===== config.mk =====
export PLATFORM = sky130hd
export DESIGN_NAME = bmf_core
export DESIGN_NICKNAME = d
export VERILOG_FILES = /design/src/pkg/bmf_pkg.sv /design/src/verilog/bmf_core.sv
export SDC_FILE = /design/constraint.sdc
export NUM_CORES = 1
export LEC_CHECK = 0
export ABC_AREA = 1
export BUFFER_PORTS_ARGS = -buffer_cell sky130_fd_sc_hd__buf_2
export CAP_MARGIN = 20
export CORE_AREA = 4 4 214 216
export CTS_CLUSTER_SIZE = 24
export DETAILED_ROUTE_END_ITERATION = 8
export DIE_AREA = 0 0 218 220
export GPL_ROUTABILITY_DRIVEN = 0
export PLACE_DENSITY = 0.75
export RECOVER_POWER = 100
export SYNTH_ARGS = -nofsm -noshare
export SYNTH_HDL_FRONTEND = slang
export SYNTH_SLANG_ARGS = --single-unit
export TNS_END_PERCENT = 100

===== constraint.sdc =====
create_clock -name sys_clk -period 4.85 [get_ports sys_clk]
set_input_delay 0.485 -clock sys_clk [delete_from_list [all_inputs] [get_ports sys_clk]]
set_output_delay 0.485 -clock sys_clk [all_outputs]
set_load 0.05 [all_outputs]

===== src/pkg/bmf_pkg.sv =====
// bmf_pkg: register map, field positions, timing counts and encodings
// for the block-move / flag / opcode-class unit.
// assumes a single 10 MHz clock; one cpu state equals one clock cycle.
package bmf_pkg;
    localparam int unsigned ADDR_W = 8;
    localparam logic [7:0] REG_CTRL = 8'h00;
    localparam logic [7:0] REG_COUNT = 8'h04;
    localparam logic [7:0] REG_SRC = 8'h08;
    localparam logic [7:0] REG_DST = 8'h0C;
    localparam logic [7:0] REG_STATUS = 8'h10;
    localparam logic [7:0] REG_CCR = 8'h14;
    localparam logic [7:0] REG_OPA = 8'h18;
    localparam logic [7:0] REG_OPB = 8'h1C;
    localparam logic [7:0] REG_FOP = 8'h20;
    localparam logic [7:0] REG_OPCODE = 8'h24;
    localparam logic [7:0] REG_DECODE = 8'h28;

    localparam int unsigned CTRL_GO_BYTE = 0;
    localparam int unsigned CTRL_GO_WORD = 1;
    localparam int unsigned FOP_LONG_BIT = 4;

    localparam int unsigned CCR_H = 5;
    localparam int unsigned CCR_N = 3;
    localparam int unsigned CCR_Z = 2;
    localparam int unsigned CCR_V = 1;
    localparam int unsigned CCR_C = 0;
    localparam logic [7:0] CCR_RESET = 8'h80;

    localparam logic [4:0] HC_WORD_BIT = 5'd11;
    localparam logic [4:0] HC_LONG_BIT = 5'd27;
    localparam logic [7:0] DAA_LIMIT = 8'h99;

    localparam int unsigned SETUP_STATES = 8;
    localparam int unsigned BYTE_STATES = 4;
    localparam int unsigned ELAPSED_W = 20;

    localparam logic [3:0] NIB_BRANCH = 4'h4;
    localparam logic [3:0] NIB_BITOP = 4'h7;

    typedef enum logic [2:0] {
        FOP_ADD = 3'h0, FOP_SUB = 3'h1, FOP_ADD_WITH_CARRY = 3'h2, FOP_SUBTRACT_WITH_BORROW = 3'h3,
        FOP_DAA = 3'h4, FOP_DIVU = 3'h5, FOP_DIVS = 3'h6, FOP_NONE = 3'h7
    } bmf_fop_e;

    typedef enum logic [2:0] {
        CLS_OTHER = 3'h0, CLS_BRANCH = 3'h1, CLS_BITOP = 3'h2, CLS_BLKMOVE = 3'h3,
        CLS_SECONDARY = 3'h4, CLS_ADD_WITH_CARRY = 3'h5, CLS_SUBTRACT_WITH_BORROW = 3'h6
    } bmf_cls_e;

    typedef enum logic [5:0] {
        ST_IDLE = 6'h01, ST_SETUP = 6'h02, ST_RD = 6'h04,
        ST_RDH = 6'h08, ST_WR = 6'h10, ST_UPD = 6'h20
    } bmf_state_e;
endpackage : bmf_pkg


===== src/verilog/bmf_core.sv =====
// bmf_core: memory-to-memory block move engine, condition-flag evaluator
// and first-byte opcode classifier, all behind an apb slave.
// assumes on-chip memory answers with mem_ready in the same cycle;
// a slower target simply holds mem_ready low.
//
// Implementation choices: the register addresses and the APB interface to the registers.
`timescale 1ns/1ps
module bmf_core (
    input wire logic sys_clk,
    input wire logic rst,
    input wire logic psel,
    input wire logic penable,
    input wire logic pwrite,
    input wire logic [7:0] paddr,
    input wire logic [31:0] pwdata,
    output logic [31:0] prdata,
    output logic pready,
    output logic pslverr,
    output logic [31:0] mem_addr,
    output logic mem_rd,
    output logic mem_wr,
    output logic [7:0] mem_wdata,
    input wire logic [7:0] mem_rdata,
    input wire logic mem_ready,
    output logic [7:0] ccr,
    output logic busy
);
    function automatic logic half_carry(input logic [31:0] a, input logic [31:0] b,
                                        input logic cin, input logic sub,
                                        input logic [4:0] top);
        logic [32:0] m;
        logic [32:0] t;
        m = (33'h1 << (top + 5'd1)) - 33'h1;
        t = sub ? (({1'b0, a} & m) - ({1'b0, b} & m) - {32'h0, cin})
                : (({1'b0, a} & m) + ({1'b0, b} & m) + {32'h0, cin});
        half_carry = t[top + 5'd1];
    endfunction : half_carry

    function automatic logic [31:0] absv(input logic [31:0] x);
        absv = x[31] ? (32'h0 - x) : x;
    endfunction : absv

    bmf_pkg::bmf_state_e state_q, state_d;
    logic word_form_q;
    logic [15:0] count_q;
    logic [15:0] n0_q;
    logic [31:0] src_q, dst_q, opa_q, opb_q;
    logic [7:0] byte_q, ccr_q;
    logic [2:0] setup_cnt_q;
    localparam int unsigned ELAPSED_W_L = bmf_pkg::ELAPSED_W;
    logic [ELAPSED_W_L-1:0] elapsed_q;
    logic done_q, stalled_q;
    logic [15:0] opcode_q;
    logic [31:0] prdata_q;

    // apb decode; zero wait states
    wire wr_en = psel & penable & pwrite;
    wire hit = (paddr <= bmf_pkg::REG_DECODE) && (paddr[1:0] == 2'b00);
    wire idle = (state_q == bmf_pkg::ST_IDLE);
    wire wr_ctrl = wr_en & (paddr == bmf_pkg::REG_CTRL) & idle;
    wire start = wr_ctrl & (pwdata[bmf_pkg::CTRL_GO_BYTE] | pwdata[bmf_pkg::CTRL_GO_WORD]);
    wire start_word = pwdata[bmf_pkg::CTRL_GO_WORD];
    // flag evaluation refused during a move so flags stay put
    wire wr_fop = wr_en & (paddr == bmf_pkg::REG_FOP) & idle;
    wire wr_ccr = wr_en & (paddr == bmf_pkg::REG_CCR) & idle;
    assign pready = 1'b1;
    assign pslverr = psel & penable & ~hit;

    // block move sequencing
    wire [15:0] cur_count = word_form_q ? count_q : {8'h00, count_q[7:0]};
    wire count_zero = (cur_count == 16'h0000);
    wire last_byte = (cur_count == 16'h0001);
    wire setup_end = (setup_cnt_q == 3'(bmf_pkg::SETUP_STATES - 1));
    wire [15:0] count_dec = word_form_q ? (count_q - 16'h0001)
                                        : {count_q[15:8], count_q[7:0] - 8'h01};
    wire finish = ((state_q == bmf_pkg::ST_SETUP) & setup_end & count_zero)
                | ((state_q == bmf_pkg::ST_UPD) & last_byte);

    always_comb begin
        state_d = state_q;
        unique case (state_q)
            bmf_pkg::ST_IDLE: if (start) state_d = bmf_pkg::ST_SETUP;
            bmf_pkg::ST_SETUP: begin
                if (setup_end) state_d = count_zero ? bmf_pkg::ST_IDLE : bmf_pkg::ST_RD;
            end
            // a slow target stretches the move; mem_ready low holds the state
            bmf_pkg::ST_RD: if (mem_ready) state_d = bmf_pkg::ST_RDH;
            bmf_pkg::ST_RDH: state_d = bmf_pkg::ST_WR;
            bmf_pkg::ST_WR: if (mem_ready) state_d = bmf_pkg::ST_UPD;
            bmf_pkg::ST_UPD: state_d = last_byte ? bmf_pkg::ST_IDLE : bmf_pkg::ST_RD;
        endcase
    end

    always_ff @(posedge sys_clk) begin
        if (rst) begin
            state_q <= bmf_pkg::ST_IDLE;
        end else begin
            state_q <= state_d;
        end
    end

    always_ff @(posedge sys_clk) begin
        if (rst) begin
            setup_cnt_q <= 3'h0;
        end else if (state_q == bmf_pkg::ST_SETUP) begin
            setup_cnt_q <= setup_cnt_q + 3'h1;
        end else begin
            setup_cnt_q <= 3'h0;
        end
    end

    always_ff @(posedge sys_clk) begin
        if (rst) begin
            count_q <= 16'h0000;
            src_q <= 32'h0;
            dst_q <= 32'h0;
            word_form_q <= 1'b0;
        end else if (state_q == bmf_pkg::ST_UPD) begin
            count_q <= count_dec;
            src_q <= src_q + 32'h1;
            dst_q <= dst_q + 32'h1;
        end else if (idle && wr_en) begin
            if (paddr == bmf_pkg::REG_COUNT) count_q <= pwdata[15:0];
            if (paddr == bmf_pkg::REG_SRC) src_q <= pwdata;
            if (paddr == bmf_pkg::REG_DST) dst_q <= pwdata;
            if (start) word_form_q <= start_word;
        end
    end

    always_ff @(posedge sys_clk) begin
        if (rst) begin
            byte_q <= 8'h00;
        end else if ((state_q == bmf_pkg::ST_RD) && mem_ready) begin
            byte_q <= mem_rdata;
        end
    end

    // elapsed states of the last move, for software profiling
    always_ff @(posedge sys_clk) begin
        if (rst) begin
            elapsed_q <= '0;
            n0_q <= 16'h0000;
            done_q <= 1'b0;
            stalled_q <= 1'b0;
        end else if (start) begin
            elapsed_q <= '0;
            n0_q <= start_word ? count_q : {8'h00, count_q[7:0]};
            done_q <= 1'b0;
            stalled_q <= 1'b0;
        end else if (!idle) begin
            elapsed_q <= elapsed_q + 1'b1;
            done_q <= finish;
            stalled_q <= stalled_q | (((state_q == bmf_pkg::ST_RD)
                         | (state_q == bmf_pkg::ST_WR)) & ~mem_ready);
        end
    end

    assign mem_rd = (state_q == bmf_pkg::ST_RD);
    assign mem_wr = (state_q == bmf_pkg::ST_WR);
    assign mem_addr = mem_wr ? dst_q : src_q;
    assign mem_wdata = byte_q;
    assign busy = ~idle;

    // condition flag evaluation
    wire is_long = pwdata[bmf_pkg::FOP_LONG_BIT];
    wire [2:0] fop = pwdata[2:0];
    wire is_sub = (fop == bmf_pkg::FOP_SUB) | (fop == bmf_pkg::FOP_SUBTRACT_WITH_BORROW);
    wire is_x = (fop == bmf_pkg::FOP_ADD_WITH_CARRY) | (fop == bmf_pkg::FOP_SUBTRACT_WITH_BORROW);
    wire cin = is_x & ccr_q[bmf_pkg::CCR_C];
    wire [32:0] sum = is_sub ? ({1'b0, opa_q} - {1'b0, opb_q} - {32'h0, cin})
                             : ({1'b0, opa_q} + {1'b0, opb_q} + {32'h0, cin});
    wire [16:0] sum_w = is_sub ? ({1'b0, opa_q[15:0]} - {1'b0, opb_q[15:0]} - {16'h0, cin})
                               : ({1'b0, opa_q[15:0]} + {1'b0, opb_q[15:0]} + {16'h0, cin});
    wire res_zero = is_long ? (sum[31:0] == 32'h0) : (sum_w[15:0] == 16'h0);
    wire res_neg = is_long ? sum[31] : sum_w[15];
    wire res_carry = is_long ? sum[32] : sum_w[16];
    wire sa = is_long ? opa_q[31] : opa_q[15];
    wire sb = is_long ? opb_q[31] : opb_q[15];
    wire res_ovf = is_sub ? ((sa ^ sb) & (sa ^ res_neg)) : (~(sa ^ sb) & (sa ^ res_neg));
    wire hc = half_carry(opa_q, opb_q, cin, is_sub,
                         is_long ? bmf_pkg::HC_LONG_BIT : bmf_pkg::HC_WORD_BIT);
    // divide: word form divides by a byte, long form by a word
    wire div_neg = is_long ? opb_q[15] : opb_q[7];
    wire div_zero = is_long ? (opb_q[15:0] == 16'h0) : (opb_q[7:0] == 8'h00);
    wire [31:0] dvd = is_long ? opa_q : {{16{opa_q[15]}}, opa_q[15:0]};
    wire [31:0] dvs = is_long ? {{16{opb_q[15]}}, opb_q[15:0]} : {{24{opb_q[7]}}, opb_q[7:0]};
    // quotient is nonzero only when |dividend| reaches |divisor|
    wire quo_neg = (dvd[31] ^ dvs[31]) & ~div_zero & (absv(dvd) >= absv(dvs));
    wire daa_carry = ccr_q[bmf_pkg::CCR_C] | (opa_q[7:0] > bmf_pkg::DAA_LIMIT);

    logic [7:0] ccr_d;
    always_comb begin
        ccr_d = ccr_q;
        unique case (bmf_pkg::bmf_fop_e'(fop))
            bmf_pkg::FOP_ADD, bmf_pkg::FOP_SUB, bmf_pkg::FOP_ADD_WITH_CARRY, bmf_pkg::FOP_SUBTRACT_WITH_BORROW: begin
                ccr_d[bmf_pkg::CCR_H] = hc;
                ccr_d[bmf_pkg::CCR_N] = res_neg;
                ccr_d[bmf_pkg::CCR_V] = res_ovf;
                ccr_d[bmf_pkg::CCR_C] = res_carry;
                ccr_d[bmf_pkg::CCR_Z] = is_x ? (ccr_q[bmf_pkg::CCR_Z] & res_zero) : res_zero;
            end
            bmf_pkg::FOP_DAA: ccr_d[bmf_pkg::CCR_C] = daa_carry;
            bmf_pkg::FOP_DIVU: begin
                ccr_d[bmf_pkg::CCR_N] = div_neg;
                ccr_d[bmf_pkg::CCR_Z] = div_zero;
            end
            bmf_pkg::FOP_DIVS: begin
                ccr_d[bmf_pkg::CCR_N] = quo_neg;
                ccr_d[bmf_pkg::CCR_Z] = div_zero;
            end
            bmf_pkg::FOP_NONE: ccr_d = ccr_q;
        endcase
    end

    always_ff @(posedge sys_clk) begin
        if (rst) begin
            ccr_q <= bmf_pkg::CCR_RESET;
            opa_q <= 32'h0;
            opb_q <= 32'h0;
            opcode_q <= 16'h0000;
        end else begin
            if (wr_ccr) ccr_q <= pwdata[7:0];
            else if (wr_fop) ccr_q <= ccr_d;
            if (wr_en && paddr == bmf_pkg::REG_OPA) opa_q <= pwdata;
            if (wr_en && paddr == bmf_pkg::REG_OPB) opb_q <= pwdata;
            if (wr_en && paddr == bmf_pkg::REG_OPCODE) opcode_q <= pwdata[15:0];
        end
    end
    assign ccr = ccr_q;

    // first-byte classification
    wire [3:0] first_byte_upper_nibble = opcode_q[15:12];
    wire [3:0] first_byte_lower_nibble = opcode_q[11:8];
    wire [3:0] second_byte_upper_nibble = opcode_q[7:4];
    wire [15:0] al_bit = 16'h1 << first_byte_lower_nibble;
    localparam logic [3:0] NIB_BITOP_L = bmf_pkg::NIB_BITOP;
    wire secondary = ((first_byte_upper_nibble == 4'h0) & |(al_bit & 16'h8C02))
                   | ((first_byte_upper_nibble == 4'h1) & |(al_bit & 16'h8C8F))
                   | ((first_byte_upper_nibble == 4'h5) & al_bit[8])
                   | ((first_byte_upper_nibble == NIB_BITOP_L) & |(al_bit & 16'hF600));
    wire shared_cell = (first_byte_upper_nibble == bmf_pkg::NIB_BITOP)
                     & (first_byte_lower_nibble[3:2] == 2'b01);
    wire variant = shared_cell & second_byte_upper_nibble[3];
    logic [2:0] cls;
    always_comb begin
        cls = bmf_pkg::CLS_OTHER;
        if (first_byte_upper_nibble == bmf_pkg::NIB_BRANCH) cls = bmf_pkg::CLS_BRANCH;
        else if (secondary) cls = bmf_pkg::CLS_SECONDARY;
        else if (shared_cell) cls = bmf_pkg::CLS_BITOP;
        else if (opcode_q[15:8] == 8'h7B) cls = bmf_pkg::CLS_BLKMOVE;
        else if (opcode_q[15:8] == 8'h0E || first_byte_upper_nibble == 4'h9) cls = bmf_pkg::CLS_ADD_WITH_CARRY;
        else if (opcode_q[15:8] == 8'h1E || first_byte_upper_nibble == 4'hB) cls = bmf_pkg::CLS_SUBTRACT_WITH_BORROW;
    end
    // branch condition index is the lower nibble in table order
    wire [3:0] cond = (cls == bmf_pkg::CLS_BRANCH) ? first_byte_lower_nibble : 4'h0;

    // register read mux, captured in the setup phase
    logic [31:0] rd_mux;
    always_comb begin
        unique case (paddr)
            bmf_pkg::REG_COUNT: rd_mux = {16'h0, count_q};
            bmf_pkg::REG_SRC: rd_mux = src_q;
            bmf_pkg::REG_DST: rd_mux = dst_q;
            bmf_pkg::REG_STATUS: rd_mux = {elapsed_q, 10'h0, done_q, busy};
            bmf_pkg::REG_CCR: rd_mux = {24'h0, ccr_q};
            bmf_pkg::REG_OPA: rd_mux = opa_q;
            bmf_pkg::REG_OPB: rd_mux = opb_q;
            bmf_pkg::REG_OPCODE: rd_mux = {16'h0, opcode_q};
            bmf_pkg::REG_DECODE: rd_mux = {23'h0, variant, cond, 1'b0, cls};
            default: rd_mux = 32'h0;
        endcase
    end
    always_ff @(posedge sys_clk) begin
        if (rst) prdata_q <= 32'h0;
        else if (psel && !penable) prdata_q <= rd_mux;
    end
    assign prdata = prdata_q;

    int unsigned n_bytes;
    assign n_bytes = 32'(n0_q);

    AST_BYTE_DEC: assert property (@(posedge sys_clk) disable iff (rst)
        state_q == bmf_pkg::ST_UPD && !word_form_q |=>
        count_q[7:0] == $past(count_q[7:0]) - 8'h01 && count_q[15:8] == $past(count_q[15:8]))
        else $error("byte count not decremented");
    AST_WORD_DEC: assert property (@(posedge sys_clk) disable iff (rst)
        state_q == bmf_pkg::ST_UPD && word_form_q |=> count_q == $past(count_q) - 16'h0001)
        else $error("word count not decremented");
    AST_ZERO_SKIP: assert property (@(posedge sys_clk) disable iff (rst)
        state_q == bmf_pkg::ST_SETUP && setup_end && count_zero |=> idle && !mem_wr)
        else $error("zero count move touched memory");
    AST_FLAGS_HOLD: assert property (@(posedge sys_clk) disable iff (rst)
        busy |=> $stable(ccr_q))
        else $error("flags changed during move");
    AST_TIMING: assert property (@(posedge sys_clk) disable iff (rst)
        $fell(busy) && !stalled_q |->
        32'(elapsed_q) == bmf_pkg::SETUP_STATES + bmf_pkg::BYTE_STATES * n_bytes)
        else $error("move length wrong");
    AST_HALF_CARRY: assert property (@(posedge sys_clk) disable iff (rst)
        wr_fop && fop == bmf_pkg::FOP_ADD && !is_long |=> ccr_q[bmf_pkg::CCR_H]
        == $past(({1'b0, opa_q[11:0]} + {1'b0, opb_q[11:0]}) > 13'h0FFF))
        else $error("half carry at bit 11 wrong");
    AST_ADD_WITH_CARRY_Z: assert property (@(posedge sys_clk) disable iff (rst)
        wr_fop && is_x && !ccr_q[bmf_pkg::CCR_Z] |=> !ccr_q[bmf_pkg::CCR_Z])
        else $error("extended op set zero flag");
    AST_DAA_C: assert property (@(posedge sys_clk) disable iff (rst)
        wr_fop && fop == bmf_pkg::FOP_DAA && ccr_q[bmf_pkg::CCR_C] |=> ccr_q[bmf_pkg::CCR_C])
        else $error("decimal adjust lost carry");
    AST_DIV_Z: assert property (@(posedge sys_clk) disable iff (rst)
        wr_fop && (fop == bmf_pkg::FOP_DIVU || fop == bmf_pkg::FOP_DIVS)
        |=> ccr_q[bmf_pkg::CCR_Z] == $past(div_zero))
        else $error("divide zero flag wrong");
    AST_VARIANT: assert property (@(posedge sys_clk) disable iff (rst)
        cls == bmf_pkg::CLS_BITOP |-> opcode_q[15:10] == 6'h1D && variant == opcode_q[7])
        else $error("inverted variant misselected");
    AST_BRANCH: assert property (@(posedge sys_clk) disable iff (rst)
        first_byte_upper_nibble == bmf_pkg::NIB_BRANCH |-> cls == bmf_pkg::CLS_BRANCH
        && cond == first_byte_lower_nibble)
        else $error("branch decode wrong");
    CV_BYTE_MOVE: cover property (@(posedge sys_clk) $fell(busy) && !word_form_q && n0_q != 16'h0000);
    CV_WORD_MOVE: cover property (@(posedge sys_clk) $fell(busy) && word_form_q && n0_q > 16'h0001);
    CV_STALL: cover property (@(posedge sys_clk) mem_rd && !mem_ready);
endmodule : bmf_core

## Word-level counts from Yosys, hierarchy flattened

Index checks and enable logic that the tools add are counted.

| storage, ports and cells | value |
|---|---|
| bits in registers | 239 |
| input port bits | 54 |
| output and inout bits | 85 |
| word-level logic and storage cells | 224 |

| operators by class | value |
|---|---|
| add/sub/neg operators | 22 |
| $lt $le $gt $ge | 4 |
| equal/unequal tests | 40 |
| shifts and indexed selects | 2 |
| multiplexer cells | 52 |
| bitwise operators | 44 |
| reductions and logical operators | 42 |

Operator list:

| operator | number |
|---|---|
| $mux 32 | 12 |
| $pmux 32 s9 | 1 |
| $mux 16 | 5 |
| $add 32x1->32 const B | 2 |
| $and 32x32->32 | 2 |
| $sub 1x32->32 const A | 2 |
| $logic_not 16->1 | 3 |
| $eq 8x5->1 const B | 5 |
| $pmux 6 s6 | 1 |
| $add 32x32->33 | 1 |
| $add 33x1->33 | 1 |
| $mux 33 | 1 |
| $sub 32x32->33 | 1 |
| $sub 33x1->33 | 1 |
| $add 32x1->32 | 1 |
| $add 32x32->32 | 1 |
| $ge 32x32->1 | 1 |
| $logic_not 32->1 | 1 |
| $shl 1x5->32 const A | 1 |
| $sub 32x1->32 | 1 |
| $sub 32x1->32 const B | 1 |
| $sub 32x32->32 | 1 |
| $mux 6 | 5 |
| $and 1x1->1 | 25 |
| 62 further kinds | 130 |

## Logic depth before layout (Yosys ltp)

Gate-level depths: netlist of run 1.

| depth | value |
|---|---|
| depth after elaboration | 13 |
| gate-level depth with buffers | 25 |
| depth with buffers taken out | 25 |

## Worst setup path before layout of run 1

Ideal clock, no wire load.

| path | value |
|---|---|
| kind | input-to-reg |
| start | in pwdata[4] |
| end | reg ccr_q[5] (netlist: ccr[5]) |
| library setup time | 0.128 ns |
| arrival time | 3.216 ns |
| data required time | 4.722 ns |
| slack | 1.507 ns |
| stages | 19 |
| path buffers | 5 |
| cell sequence | buf_2 > buf_2 > buf_2 > clkbuf_1 > buf_1 > nand2_1 > inv_1 > ha_1 > inv_1 > ha_1 > a21oi_1 > o21a_1 > o21ai_0 > a211oi_1 > nand2_1 > o21ai_0 > nand2_1 > a31oi_1 > nor2_1 |

| on the way | value |
|---|---|
| word-level cells in the longest chain between the ends | 13 |
| elaborated cells on any way between the ends | 16 |
| those cells by class | add/sub: 6; shift: 1; mux: 7; bitwise: 2 |

RTL lines:

| item | RTL line | RTL |
|---|---|---|
| from (decl) | bmf_core.sv:15 | `input wire logic [31:0] pwdata,` |
| $mux 5 * | bmf_core.sv:181 | `is_long ? bmf_pkg::HC_LONG_BIT : bmf_pkg::HC_WORD_BIT);` |
| $add 5x1->5 * | bmf_core.sv:33, bmf_core.sv:36 |  |
| $shl 1x5->32 | bmf_core.sv:33 | `m = (33'h1 << (top + 5'd1)) - 33'h1;` |
| $sub 32x1->32 | bmf_core.sv:33 |  |
| $and 32x32->32 | bmf_core.sv:34, bmf_core.sv:35 |  |
| $add 32x32->32 or $sub 32x32->32 (tied branches) | bmf_core.sv:35, bmf_core.sv:34 |  |
| $add 32x1->32 or $sub 32x1->32 (tied branches) | bmf_core.sv:35, bmf_core.sv:34 |  |
| $mux 32 | bmf_core.sv:34 | `t = sub ? (({1'b0, a} & m) - ({1'b0, b} & m) - {32'h0, cin})` |
| $bmux 1 s5 * | bmf_core.sv:36 | `half_carry = t[top + 5'd1];` |
| $mux 1 (implied by the code) * | bmf_core.sv:36 |  |
| $mux 1 * | bmf_core.sv:194 | `unique case (bmf_pkg::bmf_fop_e'(fop))` |
| $mux 6 * | bmf_core.sv:223 | `else if (wr_fop) ccr_q <= ccr_d;` |
| $mux 8 * | bmf_core.sv:222 | `if (wr_ccr) ccr_q <= pwdata[7:0];` |
| to (signal assigned) | bmf_core.sv:217 | `ccr_q <= bmf_pkg::CCR_RESET;` |
| to (signal assigned) | bmf_core.sv:222 |  |
| to (signal assigned) | bmf_core.sv:223 |  |
| to (decl) | bmf_core.sv:48 | `logic [7:0] byte_q, ccr_q;` |

Every way passes the cells marked *; elsewhere a longest branch is shown, timed or not. The select of a mux whose other input is x is not followed.
A chain may end at the register's enable or synchronous reset.

## Worst setup path in the final report of run 1

| path | value |
|---|---|
| start | reg opa_q[1] |
| end | reg ccr_q[3] (netlist: ccr[3]) |

| on the way | value |
|---|---|
| word-level cells in the longest chain between the ends | 8 |
| elaborated cells on any way between the ends | 19 |
| those cells by class | add/sub: 9; order compare: 1; mux: 8; bitwise: 1 |

RTL lines:

| item | RTL line | RTL |
|---|---|---|
| from (decl) | bmf_core.sv:47 | `logic [31:0] src_q, dst_q, opa_q, opb_q;` |
| from (signal assigned) | bmf_core.sv:224 | `if (wr_en && paddr == bmf_pkg::REG_OPA) opa_q <= pwdata;` |
| $mux 32 | bmf_core.sv:185 | `wire [31:0] dvd = is_long ? opa_q : {{16{opa_q[15]}}, opa_q[15:0]};` |
| $sub 1x32->32 | bmf_core.sv:40 | `absv = x[31] ? (32'h0 - x) : x;` |
| $mux 32 | bmf_core.sv:40 |  |
| $ge 32x32->1 | bmf_core.sv:188 | `wire quo_neg = (dvd[31] ^ dvs[31]) & ~div_zero & (absv(dvd) >= absv(dvs));` |
| $and 1x1->1 | bmf_core.sv:188 |  |
| $pmux 2 s3 * | bmf_core.sv:194 |  |
| $mux 6 * | bmf_core.sv:223 |  |
| $mux 8 * | bmf_core.sv:222 |  |

Marked as above.

==> metrics.csv, run 1 <==
stage,metric,value,unit
clock_tree,post-CTS sizing,0,
clock_tree,clk_lat worst skew,0.54,ns
timing,skew final,0.0213,ns
hold_path,Min-Delay Path Class,in -> reg,
timing,maximum clock rate,225,MHz
hold_path,hold_sp,mem_rdata[5],
floorplan,Die Ht,220,µm
critical_path,max incr delay on CP,0.51,ns
grt,GRT met1 Usage,39.4,%
yosys,synth top area cells,"dfxtp_1, nand2_1, inv_1, ha_1, a21oi_1",
critical_path,FF-to-FF Start,opa_q[1]$_SDFFE_PP0P_,
grt,first-pass GRT wire length,114000,µm
timing,TNS Setup,0,ns
pwr,Tot Pwr,4.18,mW
critical_path,FF-to-FF setup slack,0.41,ns
hold_path,end point of the worst hold path,mem_wdata[5]$_SDFFE_PP0P_,
timing,final number of setup-violating endpoints,0,
final_layout,layout cells sized above 1,5.60,%
final_layout,fin cells,4268,
critical_path,Crit-path slowest cell,nor3_1,
floorplan,cell row count,77,
critical_path,Required @ worst endpoint,5.26,ns
critical_path,Worst R2R End,ccr[3]$_SDFFE_PP0P_,
routing,DR iter-0 viols,2341,
final_layout,final net count,3899,
yosys,Post-synth EDFFs,0,
critical_path,CP startpoint kind,register,
critical_path,worst path buffer plus inverter count,5,
clock_tree,CTS Buffer Depth,3,
hold_path,Hold Crit Depth,3,
critical_path,critical setup path kind,reg -> reg,
job,maxcap violations,3,
timing,fin crit share,91.6,%
placement,Port-buffer cells,137,
final_layout,Fill cells,4594,
yosys,"Seq/Total Area, Yosys",22.0,%
timing,WHS,0.162,ns
routing,vias per inst,5.62,
clock_tree,cts hold-fix bufs,0,
yosys,synth cell count leaders,"nand2_1, inv_1, nor2_1",
clock_tree,Setup Buffers After CTS,0,
outcome,status,finished with violations,
grt,"Remaining Overflow, GRT",0,
critical_path,family with the most delay on the worst path,simple AND/OR/NAND/NOR gates,
yosys,post-synth top area share,22.0,%
yosys,cell taking the most area after synthesis,dfxtp_1,
clock_tree,"Clk pin slew, worst setup/hold paths",0.07,ns
final_layout,area grow syn2layout,8.76,%
routing,Post-DRT Antenna Nets,0,
placement,post-DP HPWL,57600,µm
grt,met2 usage,46.9,%
critical_path,Critical path origin,opa_q[1]$_SDFFE_PP0P_,
routing,vias,23979,
critical_path,FF-to-FF path depth,24,
critical_path,Worst setup EP type,register,
timing,setup repair after global routing missed its margin,no,
grt,largest net degree at the start of global routing,79,
floorplan,total core area,0.0439,mm²
clock_tree,CTS tree,yes,
timing,Slew @ Worst Pin,2.79,ns
outcome,failing checks,"capacitance limit, slew limit",
placement,Placed Instances,4222,
yosys,ys flop type,dfxtp_1,
grt,vias in the first global route,22147,
routing,wire per inst,17.1,µm
routing,DRT Pass-1 Iters,6,
pwr,P_leak,11.5,nW
yosys,Synth Area per Inst,6.12,µm²
critical_path,worst endpoint data arrival time,4.85,ns
yosys,Synth warnings,0,
yosys,Mapped Cells,3555,
timing,fin. max-slew vios,170,
yosys,"count leader, synth",nand2_1,
final_layout,n_diodes,0,
floorplan,Die Wd,218,µm
clock_tree,clock tree root buffer cell,clkbuf_16,
pwr,pwr/cell area,177,mW/mm²
critical_path,crit-path cells,"inv_1, ha_1, inv_1, nor2_1, nand2_1, nor3_1, inv_1, nor2_1, inv_1, nor4_2, nand3_1, o21ai_1, xnor2_1, ha_1, nand2_1, inv_1, nand3_1, o221ai_1, a21oi_1, nand3_1, a21oi_1, nand3_1, nand3_1, a21oi_1",
grt,met3 Track Usage GR,3.42,%
yosys,"Distinct cells, synth",65,
routing,WL final,72800,µm
floorplan,io pins,139,
grt,GRT Max-Usage Layer,met2,
clock_tree,H-tree Lvls,1,
yosys,ys async rst share,0,%
clock_tree,Num CTS Buffers,25,
floorplan,die area,0.0480,mm²
routing,detailed-route DRC error count,0,
yosys,synthesized flop and latch total,239,
timing,Rel. slew slack,-86.2,%
timing,minimum clock period,4.44,ns
yosys,Synth Cell Area,0.0218,mm²
clock_tree,clk sinks,239,
timing,"Hold Vio Cnt, Final",0,
grt,Global Route Usage Sum,29.2,%
critical_path,maximum fanout along the worst path,8,
floorplan,Starting Density,49.5,%
pwr,Peak VDD IR,253,µV
grt,antenna violations before repair,0,
==> per-layer routing <==
layer  wire length [µm]  up-vias
li1                   -    11746
met1              30700    10841
met2              32000     1166
met3               6630      226
met4               3510        0
met5                  0        -
==> logic make-up after synthesis <==
family / after synthesis / synth area share (%)
simple gates: 1526 / 30.5
compound gates: 758 / 19.8
buf+inv: 758 / 13.3
flops: 239 / 22.0
fa+ha+maj: 187 / 10.9
xor+xnor: 85 / 3.42
other cells: 1 / 0.0172
mux: 1 / 0.0518
==> cell type report <==
class	count	area, µm²	share of cell area, %
Sequential cell	239	4780	20.2
Timing Repair Buffer	164	763	3.23
Clock inverter	10	82.6	0.349
Inverter	654	2450	10.4
Multi-Input combinational cell	2574	14100	59.6
Clock buffer	35	723	3.06
Tap cell	592	741	3.13
==> worst max path at each step <==
stage / end / slack, ns / cells after the start
6_report: ccr[3]$_SDFFE_PP0P_ / 0.41 / 24
4_1_cts: ccr[3]$_SDFFE_PP0P_ / 0.45 / 24
3_3_place_gp: ccr[3]$_SDFFE_PP0P_ / 0.60 / 25
2_1_floorplan: ccr[5]$_SDFFE_PP0P_ / 1.51 / 19
5_1_grt: ccr[3]$_SDFFE_PP0P_ / 0.003 / 25
3_5_place_dp: ccr[3]$_SDFFE_PP0P_ / 0.48 / 24
==> state kept, by name (all words and copies together), names as in the netlist <==
| signal | count |
|---|---|
| state_q | 6 |
| prdata | 32 |
| opcode_q | 16 |
| setup_cnt_q | 3 |
| count_q | 16 |
| src_q | 32 |
| dst_q | 32 |
| elapsed_q | 20 |
| done_q | 1 |
| mem_wdata | 8 |
| opb_q | 32 |
| word_form_q | 1 |
| opa_q | 32 |
| ccr | 8 |
==> stage by stage <==
stage	setup WS [ns]	utilization, %	instance area [µm²]
after CTS	0.453	54.3	23800
after floorplan	1.51	-	21800
after detailed placement	0.476	52.4	23000
final	0.409	53.9	23700
after global placement	0.601	52.4	23000
after global routing	0.00319	53.9	23700
==> cell usage in the layout (no fill, tap or decap), drive strengths merged, types with 72 or more instances in the layout <==
cell type / instances
inv: 649
o21ai: 258
nor3: 87
a21oi: 284
dfxtp: 239
nand2: 839
ha: 183
nand3: 163
clkbuf: 129
nor2: 364
xor2: 72
==> where the power goes <==
part	total, mW	switching (mW)	internal (mW)
clock	1.92	0.831	1.09
sequential	1.97	0.00426	1.97
combinational	0.282	0.208	0.0746
==> worst register-to-register path, cell delays in order, from the launching register on <==
cell and delay, ns:
dfxtp_1 0.40, inv_1 0.24, ha_1 0.22, inv_1 0.05, nor2_1 0.15, nand2_1 0.10, nor3_1 0.51, inv_1 0.13
nor2_1 0.20, inv_1 0.08, nor4_2 0.29, nand3_1 0.20, o21ai_1 0.20, xnor2_1 0.16, ha_1 0.25, nand2_1 0.08
inv_1 0.04, nand3_1 0.09, o221ai_1 0.15, a21oi_1 0.25, nand3_1 0.16, a21oi_1 0.16, nand3_1 0.07, nand3_1 0.07
a21oi_1 0.06
Power figures use the tool's default switching activity.
==> run 2, diff against run 1 <==
--- a/config.mk
+++ b/config.mk
@@ -5,16 +5,16 @@
 export SDC_FILE = /design/constraint.sdc
 export NUM_CORES = 1
 export LEC_CHECK = 0
-export ABC_AREA = 1
 export BUFFER_PORTS_ARGS = -buffer_cell sky130_fd_sc_hd__buf_2
 export CAP_MARGIN = 20
-export CORE_AREA = 4 4 214 216
+export CORE_AREA = 4 4 206 208
 export CTS_CLUSTER_SIZE = 24
 export DETAILED_ROUTE_END_ITERATION = 8
-export DIE_AREA = 0 0 218 220
+export DIE_AREA = 0 0 210 212
 export GPL_ROUTABILITY_DRIVEN = 0
 export PLACE_DENSITY = 0.75
 export RECOVER_POWER = 100
+export REMOVE_ABC_BUFFERS = 1
 export SYNTH_ARGS = -nofsm -noshare
 export SYNTH_HDL_FRONTEND = slang
 export SYNTH_SLANG_ARGS = --single-unit
==> run 2 against run 1 <==
Against the previous run: the run still ends with capacitance limit, slew limit left; worst setup slack lost 0.30 ns; total power grew 0.91%; core utilization increased by 0.13 points; via count shrank 6.4%; final cell count decreased by 19%; clock power increased by 4%; routed wire length is 0.93% lower; sequential share of layout area increased by 1.6 points; worst hold slack better by 0.0065 ns; register-to-register slack worse by 0.30 ns; critical path depth is 11 lower.
==> metrics.csv, run 2 <==
stage,metric,value,unit,change
hold_path,Min-Delay Path Class,in -> reg,,
final_layout,layout cells sized above 1,6.14,%,+0.53 points
routing,WL final,72100,µm,-0.93%
placement,Place WS,0.275,ns,-0.201 ns
final_layout,area grow syn2layout,9.33,%,
timing,fin crit share,97.7,%,+6.1 points
yosys,ys async rst share,0,%,unchanged
critical_path,FF-to-FF setup slack,0.11,ns,-0.30 ns
placement,Port-buffer cells,137,,unchanged
yosys,Synth Area per Inst,7.10,µm²,+16%
clock_tree,clock tree root buffer cell,clkbuf_16,,
yosys,"count leader, synth",nand2_1,,
yosys,synth top area cells,"dfxtp_1, ha_1, nand2_1, a21oi_1, nor2_1",,
clock_tree,post-CTS sizing,0,,unchanged
routing,Post-DRT Antenna Nets,0,,unchanged
yosys,Synth warnings,0,,unchanged
job,maxcap violations,9,,+6
critical_path,Worst R2R End,ccr[5]$_SDFFE_PP0P_,,
clock_tree,clk_lat worst skew,0.56,ns,+0.02 ns
critical_path,critical setup path kind,reg -> reg,,
floorplan,cell row count,74,,-3.9%
grt,first-pass GRT wire length,112000,µm,-2.3%
timing,Rel. slew slack,-42.5,%,+44 points
yosys,Mapped Cells,2822,,-21%
floorplan,Die Ht,212,µm,-3.6%
grt,GRT Max-Usage Layer,met2,,
floorplan,die area,0.0445,mm²,-7.2%
final_layout,most frequent cells in the layout,"nand2_1, a21oi_1, nor2_1",,
grt,largest net degree at the start of global routing,82,,+3.8%
grt,vias in the first global route,20893,,-5.7%
timing,fin. max-slew vios,299,,+76%
critical_path,worst endpoint data arrival time,5.14,ns,+0.29 ns
routing,vias,22443,,-6.4%
floorplan,Die Wd,210,µm,-3.7%
timing,minimum clock period,4.74,ns,+0.297 ns
yosys,Post-synth EDFFs,0,,unchanged
pwr,Peak VDD IR,263,µV,+3.9%
timing,setup repair after global routing missed its margin,no,,
routing,vias per inst,6.51,,+16%
critical_path,maximum fanout along the worst path,6,,-2
floorplan,Starting Density,49.4,%,-0.14 points
outcome,status,finished with violations,,
pwr,P_leak,8.72,nW,-24%
grt,met2 usage,48.8,%,+1.9 points
floorplan,io pins,139,,unchanged
critical_path,CP startpoint kind,register,,
routing,detailed-route DRC error count,0,,unchanged
clock_tree,CTS Buffer Depth,3,,unchanged
timing,Slew @ Worst Pin,2.14,ns,-0.655 ns
critical_path,Required @ worst endpoint,5.25,ns,about the same
final_layout,"most common cell after layout, fill and taps aside",nand2_1,,
hold_path,Hold Crit Depth,3,,unchanged
clock_tree,cts hold-fix bufs,0,,unchanged
grt,antenna violations before repair,1,,+1
grt,met3 Track Usage GR,5.42,%,+2.0 points
timing,WHS,0.168,ns,+0.00645 ns
placement,Placed Area,0.0213,mm²,-7.6%
final_layout,Final Cell Area,0.0219,mm²,-7.5%
yosys,"Seq/Total Area, Yosys",23.9,%,+1.9 points
timing,"Hold Vio Cnt, Final",0,,unchanged
final_layout,final net count,3139,,-19%
yosys,cell taking the most area after synthesis,dfxtp_1,,
outcome,failing checks,"capacitance limit, slew limit",,
yosys,Synth Cell Area,0.0200,mm²,-7.9%
clock_tree,CTS tree,yes,,
clock_tree,Setup Buffers After CTS,0,,unchanged
timing,skew final,0.0180,ns,-0.00336 ns
clock_tree,H-tree Lvls,1,,unchanged
clock_tree,clk sinks,239,,unchanged
timing,final number of setup-violating endpoints,0,,unchanged
hold_path,hold_sp,mem_rdata[6],,
timing,fin worst setup slack,0.112,ns,-0.297 ns
grt,Global Route Usage Sum,30.5,%,+1.3 points
timing,maximum clock rate,211,MHz,-6.3%
clock_tree,Num CTS Buffers,25,,unchanged
placement,post-DP HPWL,54400,µm,-5.7%
yosys,"Distinct cells, synth",103,,+58%
routing,DRT Pass-1 Iters,6,,unchanged
yosys,post-synth top area share,23.9,%,+1.9 points
grt,GRT met1 Usage,39.9,%,+0.50 points
critical_path,FF-to-FF path depth,13,,-46%
clock_tree,"Clk pin slew, worst setup/hold paths",0.07,ns,about the same
critical_path,Worst setup EP type,register,,
timing,TNS Setup,0,ns,unchanged
critical_path,FF-to-FF Start,ccr[0]$_SDFFE_PP0P_,,
yosys,synth cell count leaders,"nand2_1, a21oi_1, nor2_1",,
routing,wire per inst,20.9,µm,+23%
grt,"Remaining Overflow, GRT",0,,unchanged
pwr,pwr/cell area,192,mW/mm²,+9.1%
yosys,ys flop type,dfxtp_1,,
yosys,synthesized flop and latch total,239,,unchanged
floorplan,total core area,0.0406,mm²,-7.7%
routing,DR iter-0 viols,3303,,+41%
hold_path,end point of the worst hold path,mem_wdata[6]$_SDFFE_PP0P_,,
-- run 2: cell count changes after synthesis, sizes merged, moves of 27 or more --
cell and change:
a21oi +27, a22oi +45, and2 +27, and3 +27
clkbuf +75, inv -470, nand2 -399, nand3 -100
nor2 -81, nor4 +29, o21ai -134, o22ai -51
xnor2 +56, xor2 -44
-- run 2: stage by stage --
stage | total power, mW | utilization [%] | cells
2_1_floorplan | 2.11 | - | 2675
3_3_place_gp | 2.26 | 52.5 | 3403
3_5_place_dp | 2.26 | 52.5 | 3403
4_1_cts | 4.22 | 54.5 | 3449
5_1_grt | 4.31 | 54.0 | 3450
6_report | 4.21 | 54.0 | 3450
-- run 2: critical path, stage by stage, from the launching register on --
cell and delay, ns:
dfxtp_1 0.56, nand3_1 0.33, fa_1 0.53, fa_1 0.43, nand2b_1 0.27, a2111oi_4 0.48
or4_1 0.22, nand3_1 0.29, a2111oi_0 0.64, o31ai_1 0.15, a21oi_1 0.18, mux2i_1 0.09
a221oi_1 0.25, o22ai_1 0.14
-- run 2: logic make-up after synthesis --
kind of cell | after synthesis | share of synthesized area (%)
AND/OR/NAND/NOR | 1109 | 25.7
AO/OA/AOI/OAI | 825 | 26.7
buffers and inverters | 343 | 6.61
flip-flops | 239 | 23.9
adder cells (fa/ha/maj) | 187 | 11.8
XOR/XNOR | 97 | 4.24
multiplexers | 21 | 1.06
other | 1 | 0.0187
-- run 2: area by class of cell --
type	instances	area [µm²]
Clock buffer	37	721
Sequential cell	239	4780
Inverter	180	676
Multi-Input combinational cell	2256	14000
Fill cell	3935	18700
Timing Repair Buffer	196	978
Tap cell	532	666
Clock inverter	9	103
Antenna cell	1	2.50
-- run 2: worst max-delay path by stage --
stage / end / cells past startpoint / slack [ns] / startpoint
2_1_floorplan: dst_q[0]$_SDFFE_PP0P_ / 6 / 0.14 / state_q[5]$_SDFFE_PP0P_
3_3_place_gp: ccr[2]$_SDFFE_PP0P_ / 15 / 0.48 / pwdata[2]
3_5_place_dp: ccr[3]$_SDFFE_PP0P_ / 20 / 0.28 / opa_q[0]$_SDFFE_PP0P_
4_1_cts: ccr[3]$_SDFFE_PP0P_ / 20 / 0.24 / opa_q[0]$_SDFFE_PP0P_
5_1_grt: ccr[2]$_SDFFE_PP0P_ / 13 / 0.02 / ccr[0]$_SDFFE_PP0P_
6_report: ccr[5]$_SDFFE_PP0P_ / 13 / 0.11 / ccr[0]$_SDFFE_PP0P_
-- run 2: routing by layer --
| metal | vias to the layer above | part of all wire [%] |
|---|---|---|
| met5 | - | 0 |
| met4 | 0 | 6.0 |
| met3 | 341 | 11 |
| met2 | 1446 | 44 |
| met1 | 10373 | 39 |
| li1 | 10283 | - |
-- run 2: power breakdown --
group | leakage [nW] | internal, mW | switching, mW
Clock | 0.409 | 1.14 | 0.853
Combinational | 6.39 | 0.0646 | 0.188
Sequential | 1.92 | 1.97 | 0.00627
